==> config.mk <==
export PLATFORM = sky130hd
export DESIGN_NAME = aivs_top
export DESIGN_NICKNAME = d
export VERILOG_FILES = /design/src/verilog/aivs_pkg.sv /design/src/verilog/aivs_top.sv /design/src/verilog/aivs_chan_sel.sv
export VERILOG_INCLUDE_DIRS = /design/src /design/src/verilog
export SDC_FILE = /design/constraint.sdc
export NUM_CORES = 1
export LEC_CHECK = 0
export ABC_AREA = 1
export ABC_CLOCK_PERIOD_IN_PS = 2600
export BUFFER_PORTS_ARGS = -buffer_cell sky130_fd_sc_hd__buf_2
export CORE_UTILIZATION = 50
export CTS_BUF_LIST = sky130_fd_sc_hd__clkbuf_4
export DETAILED_ROUTE_END_ITERATION = 8
export GPL_TIMING_DRIVEN = 1
export PLACE_DENSITY_LB_ADDON = 0.15
export SLEW_MARGIN = 20
export SYNTH_ARGS = -nofsm -noshare
export SYNTH_HDL_FRONTEND = slang
export SYNTH_SLANG_ARGS = --single-unit
export TNS_END_PERCENT = 20
==> constraint.sdc <==
create_clock -name mclk -period 2.6 [get_ports mclk]
set_clock_uncertainty 0.1 [all_clocks]
set_input_delay 0.39 -clock mclk [delete_from_list [all_inputs] [get_ports mclk]]
set_output_delay 0.39 -clock mclk [all_outputs]
set_load 0.01 [all_outputs]
==> src/verilog/aivs_cfg.svh <==
// constants of the analog input value substitution block
`ifndef AIVS_CFG_SVH
`define AIVS_CFG_SVH

// substitute words
`define AIVS_SUBST_WORD 16'h7FFF
`define AIVS_UFLOW_WORD 16'h8000
// sign position of every reported word
`define AIVS_SIGN_BIT 15
// overflow flag position in the legacy word
`define AIVS_LEG_OVF_BIT 0
// legacy range ends, plain defaults
`define AIVS_LEG_OVER_END 16'h7F00
`define AIVS_LEG_UNDER_END 16'h8100
// conversion cycle time and clock rate
`define AIVS_CYCLE_US 250
`define AIVS_MCLK_HZ 25000000
`define AIVS_CYCLE_CLKS (`AIVS_CYCLE_US * (`AIVS_MCLK_HZ / 1000000))
// reset values
`define AIVS_RST_CNT 16'h0000
`define AIVS_RST_PEND 1'b1

`endif

==> src/verilog/aivs_pkg.sv <==
// types of the analog input value substitution block
package aivs_pkg;

	typedef logic [15:0] aivs_word_t;

	// where the converted input falls in the value range
	typedef enum logic [1:0] {
		AIVS_RNG_NOMINAL = 2'b00,
		AIVS_RNG_OUTER = 2'b01,
		AIVS_RNG_OVFL = 2'b10,
		AIVS_RNG_UNFL = 2'b11
	} aivs_rng_t;

	// one finished conversion of one channel
	typedef struct packed {
		aivs_rng_t rng;
		aivs_word_t prim;
		aivs_word_t leg;
	} aivs_conv_t;

	// reported words of one channel
	typedef struct packed {
		aivs_word_t prim;
		aivs_word_t leg;
	} aivs_out_t;

	// whole state of the top module
	typedef struct packed {
		logic [15:0] cnt;
		logic pend;
		logic upd;
		aivs_out_t [1:0] out;
	} aivs_state_t;

endpackage : aivs_pkg

==> src/verilog/aivs_top.sv <==
// reported-value logic of a two-channel analog current input
`include "aivs_cfg.svh"

module aivs_top
	import aivs_pkg::*;
#(
	parameter int unsigned CYCLE_CLKS = `AIVS_CYCLE_CLKS,
	parameter aivs_word_t LEG_OVER_END = `AIVS_LEG_OVER_END,
	parameter aivs_word_t LEG_UNDER_END = `AIVS_LEG_UNDER_END
) (
	input wire logic mclk,
	input wire logic reset,
	input wire aivs_conv_t [1:0] conv,
	input wire logic [1:0] chan_off,
	input wire logic params_ok,
	input wire logic param_load,
	input wire logic load_ok,
	output aivs_out_t [1:0] chan_out,
	output logic upd
);

	// ****************************************************
	// parameter check
	// ****************************************************

	if (CYCLE_CLKS < 2 || CYCLE_CLKS > 65536) begin : g_bad_cycle
		$error("aivs_top: CYCLE_CLKS out of range");
	end

	localparam logic [15:0] LAST_CNT = 16'(CYCLE_CLKS - 1);

	// ****************************************************
	// state and channel selection
	// ****************************************************

	aivs_state_t st_q;
	aivs_state_t st_d;
	logic tick;
	logic [1:0] subst;
	aivs_out_t [1:0] sel;

	// end of a conversion cycle, counted with every channel in it
	assign tick = (st_q.cnt == LAST_CNT);

	// substitute conditions per channel; run or stop is no condition
	always_comb begin
		for (int i = 0; i < 2; i++) begin
			subst[i] = !load_ok
				|| !params_ok
				|| st_q.pend
				|| chan_off[i];
		end
	end

	// one selector per channel
	for (genvar g = 0; g < 2; g++) begin : g_ch
		aivs_chan_sel #(
			.LEG_OVER_END(LEG_OVER_END),
			.LEG_UNDER_END(LEG_UNDER_END)
		) u_sel (
			.conv(conv[g]),
			.subst(subst[g]),
			.word(sel[g])
		);
	end

	// next state: counter, first-conversion flag, word refresh
	always_comb begin
		st_d = st_q;
		st_d.upd = 1'b0;
		if (tick) begin
			st_d.cnt = 16'h0000;
			st_d.upd = 1'b1;
			st_d.pend = 1'b0;
			st_d.out = sel;
		end else begin
			st_d.cnt = st_q.cnt + 16'h0001;
		end
		// a load in the tick cycle still discards the next result
		if (param_load) begin
			st_d.pend = 1'b1;
		end
	end

	// state register
	always_ff @(posedge mclk or posedge reset) begin
		if (reset) begin
			st_q.cnt <= `AIVS_RST_CNT;
			st_q.pend <= `AIVS_RST_PEND;
			st_q.upd <= 1'b0;
			st_q.out <= {4{`AIVS_SUBST_WORD}};
		end else begin
			st_q <= st_d;
		end
	end

	assign chan_out = st_q.out;
	assign upd = st_q.upd;

	for (genvar c = 0; c < 2; c++) begin : g_chk

	end
endmodule : aivs_top

==> src/verilog/aivs_chan_sel.sv <==
// per-channel choice between converted value and substitute
`include "aivs_cfg.svh"

module aivs_chan_sel
	import aivs_pkg::*;
#(
	parameter aivs_word_t LEG_OVER_END = `AIVS_LEG_OVER_END,
	parameter aivs_word_t LEG_UNDER_END = `AIVS_LEG_UNDER_END
) (
	input wire aivs_conv_t conv,
	input wire logic subst,
	output aivs_out_t word
);

	// legacy overflow and underflow words both carry the overflow flag
	localparam aivs_word_t LEG_OVF_MASK = 16'h0001 << `AIVS_LEG_OVF_BIT;

	// substitute first, then range class
	always_comb begin
		word.prim = `AIVS_SUBST_WORD;
		word.leg = `AIVS_SUBST_WORD;
		if (!subst) begin
			unique case (conv.rng)
				AIVS_RNG_NOMINAL,
				AIVS_RNG_OUTER: begin
					word.prim = conv.prim;
					word.leg = conv.leg;
				end
				AIVS_RNG_OVFL: begin
					word.prim = `AIVS_SUBST_WORD;
					word.leg = (LEG_OVER_END + 16'h0001) | LEG_OVF_MASK;
				end
				AIVS_RNG_UNFL: begin
					word.prim = `AIVS_UFLOW_WORD;
					word.leg = (LEG_UNDER_END - 16'h0001) | LEG_OVF_MASK;
				end
			endcase
		end
	end

endmodule : aivs_chan_sel

==> metrics, run 1 <==
Net Sw Frac 0.233; power per standard cell area 431 nW/um2; syn_area_per_cell 6.65 um2; EDFF count, synth 0; Commonest cells post-synth 322 x nand2_1, 93 x inv_1, 87 x nor2_1; Post-Route Setup TNS 0 ns; DIE HEIGHT 104 um; first-pass GRT wire length 20700 um; Routed Antenna Nets 0; synthesis-stage register bit count 82; post-route minimum period 1.83 ns; Clock Latency Late Sink 0.42 ns; largest net degree at the start of global routing 83; initial core utilization 0.524; Seq pwr share 0.521; CTS Buf Count 9; Simple-Gate Fraction of Synth Area 0.380; post-placement setup slack 0.779 ns; diode count 0; top post-synthesis cells by area dfstp_2 31%, nand2_1 23%, dfrtp_1 10%, buf_4 9.3%, nand3_1 7.3%; Comb power frac 0.082; max-slew violation count 0; Clock Path Buffers 2; via/cell ratio 4.74; Yosys top cell area share 0.309; fin crit share 0.705; max-cap violations 0; max frequency 0.546 GHz; async set-reset flop share out of synthesis 1.00; slack of the critical path 0.767 ns; Final Util 0.576; # setup viols final 0; vias in the first global route 4425; Syn-to-layout area delta 9.90%; sequential share of the synthesized area 0.410; Synth cell types 21; startpoint types register; net switching power figure 573 uW; endpoints failing hold 0; PostCTS Resize Cnt 0; Worst Path Required 2.85 ns; CTS tree yes; Critical Path AT 2.08 ns; Syn Inst Count 781; Crit Path Class register to register; total grt overflow 0; initial DRC count 322; clock sink total 82; Core Box Area 9910 um2; share of cells above drive strength 1 0.275; clock-pin transition on the worst setup and hold timing paths 0.12 ns; cell taking the most area after synthesis dfstp_2; worst-path fanout max 59; drc violations 0; WHS 0.0525 ns; router iterations before antenna repair 4; clock group share of total power 0.396; std cell rows 36; routed len/inst 12.4 um; Tot Pwr 2.46 mW; die area 10800 um2; GRT Resource Usage Total 0.236; Compound-Gate Fraction of Synth Area 0.00145; Peak VDD IR 0.241 mV; Syn Nets 858; status complete, no violations; IO Count 140; FILL cells 1017; vias after detailed routing 4646; max_slew headroom 0.535; worst slew pin tran 0.695 ns; main combinational cell family by area after synthesis simple AND/OR/NAND/NOR gates; antenna violations before repair 0; DP HPWL 8350 um; cell with the most instances after synthesis nand2_1; Post-Synth Adder-Cell Area 0.00482; Netlist Area Pre-Place 5190 um2; xor/xnor cell area share of the yosys netlist 0.0118; Die W 104 um; gp weighted congestion 0.889; layout net count 919; # H-tree levels 3; CP Capture Type register; port bufs 139; ys flop type dfstp_2; critical path, cell by cell ha_1 > nand2_1 > nor2_4 > nand2_2 > buf_4 > inv_1 > nor2_1; synth warn 0; LEAKAGE 3.13 nW; CP max stage delay 0.49 ns; Final Routed Wirelength 12200 um; Max stage delay cell, worst path buf_4; Pint 1.88 mW; root buf cell clkbuf_4; RSZ-0062 raised after global routing no; worst min path class input pin to register; mux contribution to synthesized area 0
power by group through the flow:
stage	Sequential, mW	Clock (mW)	Combinational [mW]
floorplan	1.30	0	0.114
global placement	1.30	0	0.201
detailed placement	1.30	0	0.203
CTS	1.28	0.993	0.205
global route	1.28	1.05	0.236
finish	1.28	0.974	0.202
cell type report:
class,instances,area [um2],area share
multi-input combinational,504,2080,0.364
timing repair buffer,148,778,0.136
sequential,82,2130,0.373
clock buffer,12,90.1,0.0158
inverter,97,365,0.0640
clock inverter,4,98.8,0.0173
tap,133,166,0.0292
per-stage QoR:
stage / cell area, um2 / std cells
2_1_floorplan: 5190 / 781
3_3_place_gp: 5510 / 963
3_5_place_dp: 5510 / 963
4_1_cts: 5710 / 980
5_1_grt: 5710 / 980
6_report: 5710 / 980
cell usage in the layout (no fill, tap or decap), types with 2 or more instances in the layout:
master     synthesis  routed
nor2_1            87      85
nor2_4             1       2
buf_4             64       7
nand4_1            4       4
ha_1               2       2
clkbuf_4           0      12
bufinv_16          0       3
dfstp_2           61      61
buf_2              6     139
inv_2              2       2
nand2_1          322     322
nor2_2             2       3
inv_1             93      92
clkinv_1           2       2
xor2_1             6       6
dfrtp_1           21      21
nand3_1           76      76
sequential cells by signal, summed over array words and instances, names as in the netlist:
signal and count:
chan_out 64, upd 1, st_q 17
per-layer routing:
layer	vias up	track usage	wire length [um]
met5	-	0	0
met4	0	0.0776	225
met3	20	0.0376	653
met2	133	0.389	5650
met1	2122	0.317	5660
li1	2371	-	-
what timing repair did:
action / 4_1_cts / 5_1_grt
hold buffers: 1 / 0
setup buffers: 0 / 0
hold endpoints to repair: 21 / 0
worst max-delay path: cells and delay by family (launching register included):
kind,cells,cell delay (ns)
fa+ha+maj,1,0.24
simple gates,4,0.34
buf+inv,2,0.61
flops,1,0.46
logic make-up after synthesis:
group | Yosys count
AOI/OAI and AO/OA | 1
buffers and inverters | 195
and+or+nand+nor | 494
adders and majority gates | 2
DFF | 82
xor gates and xnor gates | 7
path summary, 6_finish.rpt:
| kind | from | endpoint | slack (ns) | depth (start not counted) |
|---|---|---|---|---|
| worst min register to register | chan_out[35]$_DFFE_PP1N_ | chan_out[35]$_DFFE_PP1N_ | 0.37 | 2 |
| worst max-delay path | st_q[66]$_DFF_PP0_ | st_q[72]$_DFF_PP0_ | 0.77 | 7 |
| worst min-delay path | param_load | st_q[65]$_DFFE_PP1P_ | 0.05 | 3 |
| min in group asynchronous | reset | st_q[78]$_DFF_PP0_ | 0.51 | 4 |
| worst max register to register | st_q[66]$_DFF_PP0_ | st_q[72]$_DFF_PP0_ | 0.77 | 7 |
| max in group asynchronous | reset | chan_out[27]$_DFFE_PP1N_ | 1.52 | 4 |
(Power assumes the default switching activity.)
==> inputs of run 2 (changes only) <==
- ABC_AREA: 1 -> 0
- ABC_CLOCK_PERIOD_IN_PS: 2600 -> 1850
- CORE_UTILIZATION: 50 -> 52
- clock period: 2.6 -> 1.85 ns (I/O delays scaled with it)
==> run 2 against run 1 <==
Net effect: cell area down 4.7%; critical path depth did not move; first-iteration DRC count fell by 60%; synthesized cell count decreased by 46%; count of clock-buffer cells in the layout shrank 3; non-clock buffer count grew 70; critical endpoint is now chan_out[63]$_DFFE_PP0N_; highest routed layer unchanged.
==> metrics, run 2 <==
antenna violations before repair 0 (unchanged); root buf cell clkbuf_4 (unchanged); ys flop type dfstp_2 (unchanged); post-route minimum period 1.80 ns (was 1.83 ns); post-route design area 5440 um2 (was 5710 um2); max frequency 0.555 GHz (was 0.546 GHz); initial DRC count 129 (was 322); max_slew headroom 0.633 (was 0.535); Critical Path AT 2.02 ns (was 2.08 ns); Syn Nets 495 (was 858); DIE HEIGHT 91.0 um (was 104 um); Max stage delay cell, worst path dfrtp_1 (was buf_4); total grt overflow 0 (unchanged); fin cells 671 (was 980); first-pass GRT wire length 15100 um (was 20700 um); IO Count 140 (unchanged); port bufs 139 (unchanged); Clock Latency Late Sink 0.43 ns (was 0.42 ns); Netlist Area Pre-Place 4120 um2 (was 5190 um2); Placed Area 4580 um2 (was 5510 um2); routed len/inst 14.3 um (was 12.4 um); startpoint types register (unchanged); initial core utilization 0.535 (was 0.524); sequential share of the synthesized area 0.517 (was 0.410); EDFF count, synth 0 (unchanged); die area 8280 um2 (was 10800 um2); Syn-to-layout area delta 32.1% (was 9.90%); DP HPWL 5900 um (was 8350 um); CP Capture Type register (unchanged); router iterations before antenna repair 4 (unchanged); Yosys top cell area share 0.389 (was 0.309); RSZ-0062 raised after global routing yes (was no); CP max stage delay 0.40 ns (was 0.49 ns); Core Box Area 7690 um2 (was 9910 um2); max-slew violation count 0 (unchanged); most common cell after layout, fill and taps aside buf_2 (was nand2_1); Tot Pwr 3.68 mW (was 2.46 mW); Post-Route Setup TNS 0 ns (unchanged); WHS 0.0278 ns (was 0.0525 ns); clock sink total 82 (unchanged); # H-tree levels 3 (unchanged); share of cells above drive strength 1 0.489 (was 0.275); status complete, no violations (unchanged); cell with the most instances after synthesis nor2_1 (was nand2_1); GRT Resource Usage Total 0.234 (was 0.236); commonest cells after routing, fill and taps aside 139 x buf_2, 72 x nor2_1, 61 x dfstp_2 (was 322 x nand2_1, 139 x buf_2, 92 x inv_1); Final Routed Wirelength 9590 um (was 12200 um); critical path, cell by cell inv_1 > ha_1 > nor4b_4 > nand4_4 > buf_4 > buf_4 > a22o_1 (was ha_1 > nand2_1 > nor2_4 > nand2_2 > buf_4 > inv_1 > nor2_1); endpoints failing hold 0 (unchanged); max-cap violations 0 (unchanged); worst slew pin tran 0.550 ns (was 0.695 ns); Buf/Inv on CP 3 (was 2); Clock Path Buffers 2 (unchanged); gp weighted congestion 0.833 (was 0.889); layout net count 641 (was 919); delay-heaviest family, CP simple AND/OR/NAND/NOR gates (was buffers and inverters); std cell rows 32 (was 36); hold path start conv[0] (was param_load); Syn Inst Count 418 (was 781); Worst Path Required 2.07 ns (was 2.85 ns); cell taking the most area after synthesis dfstp_2 (unchanged); top post-synthesis cells by area dfstp_2 39%, dfrtp_1 13%, buf_4 13%, a21oi_1 6.6%, nor2_1 6.6% (was dfstp_2 31%, nand2_1 23%, dfrtp_1 10%, buf_4 9.3%, nand3_1 7.3%); via/cell ratio 4.91 (was 4.74); Peak VDD IR 0.362 mV (was 0.241 mV); Placed Cells incl. Taps 597 (was 963); Final Util 0.707 (was 0.576); CP dominant cell by count buf_4; largest net degree at the start of global routing 31 (was 83); slack of the critical path 0.0472 ns (was 0.767 ns); synth warn 0 (unchanged); clock-pin transition on the worst setup and hold timing paths 0.14 ns (was 0.12 ns); vias in the first global route 3217 (was 4425); synthesis-stage register bit count 82 (unchanged); fin crit share 0.974 (was 0.705); CTS tree yes (unchanged); Crit Path Class register to register (unchanged); vias after detailed routing 3296 (was 4646); Routed Antenna Nets 0 (unchanged); worst min path class input pin to register (unchanged); Die W 91.0 um (was 104 um); power per standard cell area 676 nW/um2 (was 431 nW/um2); async set-reset flop share out of synthesis 1.00 (unchanged); Synth cell types 31 (was 21); Critical R2R Launch st_q[67]$_DFF_PP0_ (was st_q[66]$_DFF_PP0_); worst-path fanout max 7 (was 59); launch point of the critical path st_q[67]$_DFF_PP0_ (was st_q[66]$_DFF_PP0_); Commonest cells post-synth 72 x nor2_1, 69 x buf_4, 61 x dfstp_2 (was 322 x nand2_1, 93 x inv_1, 87 x nor2_1); diode count 0 (unchanged); # setup viols final 0 (unchanged); FILL cells 597 (was 1017); CTS Buf Count 9 (unchanged); Largest register FFs 64 (unchanged); post-placement setup slack 0.0320 ns (was 0.779 ns); syn_area_per_cell 9.85 um2 (was 6.65 um2); drc violations 0 (unchanged); LEAKAGE 2.46 nW (was 3.13 nW)
[run 2: cells by family (layout without fill, tap and decap cells)]
kind of cell,Yosys count,after routing,synth area share
AO/OA/AOI/OAI,84,84,0.127
XOR/XNOR,12,12,0.0255
adder cells (fa/ha/maj),2,2,0.00608
buffers and inverters,88,239,0.152
flip-flops,82,82,0.517
AND/OR/NAND/NOR,150,150,0.173
[run 2: worst paths after layout]
kind | to | slack (ns) | depth (start not counted)
hold / removal | chan_out[0]$_DFFE_PP1N_ | 0.03 | 3
hold reg to reg | st_q[81]$_DFF_PP0_ | 0.38 | 1
setup reg to reg | chan_out[63]$_DFFE_PP0N_ | 0.05 | 7
min in group asynchronous | chan_out[31]$_DFFE_PP0N_ | 0.34 | 3
max in group asynchronous | chan_out[1]$_DFFE_PP1N_ | 0.70 | 4
setup / recovery | chan_out[63]$_DFFE_PP0N_ | 0.05 | 7
[run 2: timing repair]
| item | in CTS | in global routing |
|---|---|---|
| endpoints found under the hold margin | 51 | 0 |
| endpoints found under the setup margin | 0 | 60 |
| resized for setup | 0 | 6 |
| buffers inserted | 0 | 5 |
| hold buffers | 50 | 0 |
[run 2: worst min-delay path, delay by kind of cell]
family                 cells  cell delay (ns)
AOI/OAI and AO/OA          1             0.13
buffers and inverters      1             0.08
and+or+nand+nor            1             0.04
[run 2: final cells by class]
class / instances / area (um2) / share of cell area
Clock buffer: 9 / 67.6 / 0.0124
Multi-Input combinational cell: 248 / 1380 / 0.253
Sequential cell: 82 / 2130 / 0.391
Clock inverter: 7 / 141 / 0.0260
Tap cell: 102 / 128 / 0.0235
Timing Repair Buffer: 218 / 1570 / 0.289
Inverter: 5 / 27.5 / 0.00506
[run 2: power by group]
group	switching, mW	internal, mW	leakage [nW]
clock	0.624	0.820	0.108
sequential	0.0178	1.85	0.920
combinational	0.170	0.191	1.43
total	0.812	2.86	2.46
[run 2: routing by layer]
layer / routed length (um) / vias to the layer above / track usage
met5: 0 / - / 0
met4: 192 / 0 / 0.103
met3: 438 / 17 / 0.0318
met2: 4900 / 118 / 0.405
met1: 4060 / 1555 / 0.292
li1: - / 1606 / -
==> inputs of run 3 (changes only) <==
- ABC_CLOCK_PERIOD_IN_PS: 1850 -> 1700
- clock period: 1.85 -> 1.7 ns (I/O delays scaled with it)
==> run 3 against run 2 <==
Net effect: utilization rose by 0.23 points; power fell by 3.7%; maximum frequency rose by 0.41%; combinational power rose by 11%; worst hold slack improved by 0.0042 ns; register-to-register slack got worse by 0.14 ns; via count rose by 2.6%; the run now ends with setup timing left; sequential power rose by 9%; clock power fell by 24%; first-iteration DRC count rose by 2.3%.
==> metrics, run 3 (synthesis results as in run 2) <==
status complete, but fails checks (was complete, no violations); failing checks setup timing; DP HPWL 5800 um (was 5900 um); max-slew violation count 0 (unchanged); RSZ-0062 raised after global routing yes (unchanged); Syn-to-layout area delta 32.5% (was 32.1%); clock sink total 82 (unchanged); CP Capture Type register (unchanged); post-placement setup slack -0.0936 ns (was 0.0320 ns); Routed Antenna Nets 0 (unchanged); power per standard cell area 649 nW/um2 (was 676 nW/um2); most common cell after layout, fill and taps aside buf_2 (unchanged); drc violations 0 (unchanged); die area 8280 um2 (unchanged); clock-pin transition on the worst setup and hold timing paths 0.13 ns (was 0.14 ns); Placed Cells incl. Taps 606 (was 597); Die W 91.0 um (unchanged); Clock Path Buffers 2 (unchanged); Max stage delay cell, worst path dfrtp_1 (unchanged); port bufs 139 (unchanged); Placed Area 4640 um2 (was 4580 um2); delay-heaviest family, CP simple AND/OR/NAND/NOR gates (unchanged); LEAKAGE 2.46 nW (about the same); Worst Path Required 1.96 ns (was 2.07 ns); total grt overflow 0 (unchanged); max_slew headroom 0.752 (was 0.633); # setup viols final 58 (was 0); critical path, cell by cell inv_1 > ha_1 > nor4b_4 > nand4_4 > nor3_4 > buf_12 > clkbuf_16 > a21oi_1 (was inv_1 > ha_1 > nor4b_4 > nand4_4 > buf_4 > buf_4 > a22o_1); # H-tree levels 3 (unchanged); vias in the first global route 3290 (was 3217); startpoint types register (unchanged); IO Count 140 (unchanged); CTS tree yes (unchanged); first-pass GRT wire length 15500 um (was 15100 um); CTS Buf Count 9 (unchanged); Final Routed Wirelength 9620 um (was 9590 um); router iterations before antenna repair 5 (was 4); worst min path class input pin to register (unchanged); layout net count 653 (was 641); initial DRC count 132 (was 129); max-cap violations 0 (unchanged); worst slew pin tran 0.372 ns (was 0.550 ns); Critical Path AT 2.06 ns (was 2.02 ns); post-route design area 5460 um2 (was 5440 um2); largest net degree at the start of global routing 53 (was 31); share of cells above drive strength 1 0.494 (was 0.489); r2r setup slk -0.1 ns (was 0.05 ns); gp weighted congestion 0.919 (was 0.833); Buf/Inv on CP 3 (unchanged); max frequency 0.557 GHz (was 0.555 GHz); DIE HEIGHT 91.0 um (unchanged); via/cell ratio 4.95 (was 4.91); antenna violations before repair 0 (unchanged); worst-path fanout max 12 (was 7); Core Box Area 7690 um2 (unchanged); diode count 0 (unchanged); initial core utilization 0.535 (unchanged); CP max stage delay 0.40 ns (about the same); Post-Route Setup TNS -2.54 ns (was 0 ns); fin cells 683 (was 671); slack of the critical path -0.0955 ns (was 0.0472 ns); GRT Resource Usage Total 0.237 (was 0.234); post-route minimum period 1.80 ns (about the same); fin crit share 1.06 (was 0.974); Crit Path Class register to register (unchanged); Peak VDD IR 0.446 mV (was 0.362 mV); std cell rows 32 (unchanged); vias after detailed routing 3382 (was 3296); Clock Latency Late Sink 0.42 ns (was 0.43 ns); Largest register FFs 64 (unchanged); commonest cells after routing, fill and taps aside 139 x buf_2, 70 x nor2_1, 61 x dfstp_2 (was 139 x buf_2, 72 x nor2_1, 61 x dfstp_2); routed len/inst 14.1 um (was 14.3 um); root buf cell clkbuf_4 (unchanged); endpoints failing hold 0 (unchanged)
## run 3: cell count changes in the layout (fill, tap and decap cells not counted), moves of 2 or more
cell,delta
dlygate4sd3_1,+5
buf_4,+9
nor2_1,-2
clkinv_2,+3
a21oi_1,+2
nor2_2,+2
bufinv_16,-3
a21oi_2,-2
## run 3: final cells by class
type / count / area (um2)
fillers: 603 / 2230
flip-flops and latches: 82 / 2130
repair buffers: 230 / 1660
multi-input cells: 248 / 1380
well taps: 102 / 128
clock buffers: 10 / 75.1
clock inverters: 6 / 57.6
inverters: 5 / 27.5
## run 3: timing repair
| action | CTS | global route |
|---|---|---|
| setup endpoints to repair | 69 | 73 |
| hold buffers | 55 | 0 |
| gates resized for setup | 1 | 6 |
| endpoints found under the hold margin | 75 | 0 |
| buffers inserted | 0 | 3 |
| cloned | 0 | 3 |
| pin swaps | 3 | 2 |
## run 3: metrics by stage
stage,power (mW),hold WS [ns],utilization
after CTS,3.59,0.000724,0.693
after detailed placement,2.36,0.260,0.603
after global placement,2.36,0.254,0.603
final,3.54,0.0320,0.710
after global routing,3.70,0.0141,0.710
after floorplan,2.25,0.248,-
## run 3: final timing paths
check,to,from,cells past startpoint
setup / recovery,chan_out[28]$_DFFE_PP1N_,st_q[67]$_DFF_PP0_,8
hold / removal,chan_out[33]$_DFFE_PP1N_,conv[35],3
setup reg to reg,chan_out[28]$_DFFE_PP1N_,st_q[67]$_DFF_PP0_,8
hold reg to reg,st_q[81]$_DFF_PP0_,st_q[81]$_DFF_PP0_,1
max in group asynchronous,chan_out[41]$_DFFE_PP1N_,reset,4
min in group asynchronous,chan_out[63]$_DFFE_PP0N_,reset,4
## run 3: layer usage
metal / vias to the layer above / global-route usage / share of wire
met1: 1611 / 0.309 / 0.44
met2: 121 / 0.383 / 0.48
met3: 22 / 0.0410 / 0.052
li1: 1628 / - / -
met4: 0 / 0.122 / 0.027
met5: - / 0 / 0
## run 3: report_power, final
part           switching [mW]  internal (mW)
sequential             0.0186           2.02
combinational           0.186          0.214
clock                   0.648          0.456
## run 3: worst reg2reg max path, stage by stage (launching register included)
cell and delay [ns]:
dfrtp_1 0.40, inv_1 0.06, ha_1 0.13, nor4b_4 0.23
nand4_4 0.22, nor3_4 0.21, buf_12 0.15, clkbuf_16 0.17
a21oi_1 0.07
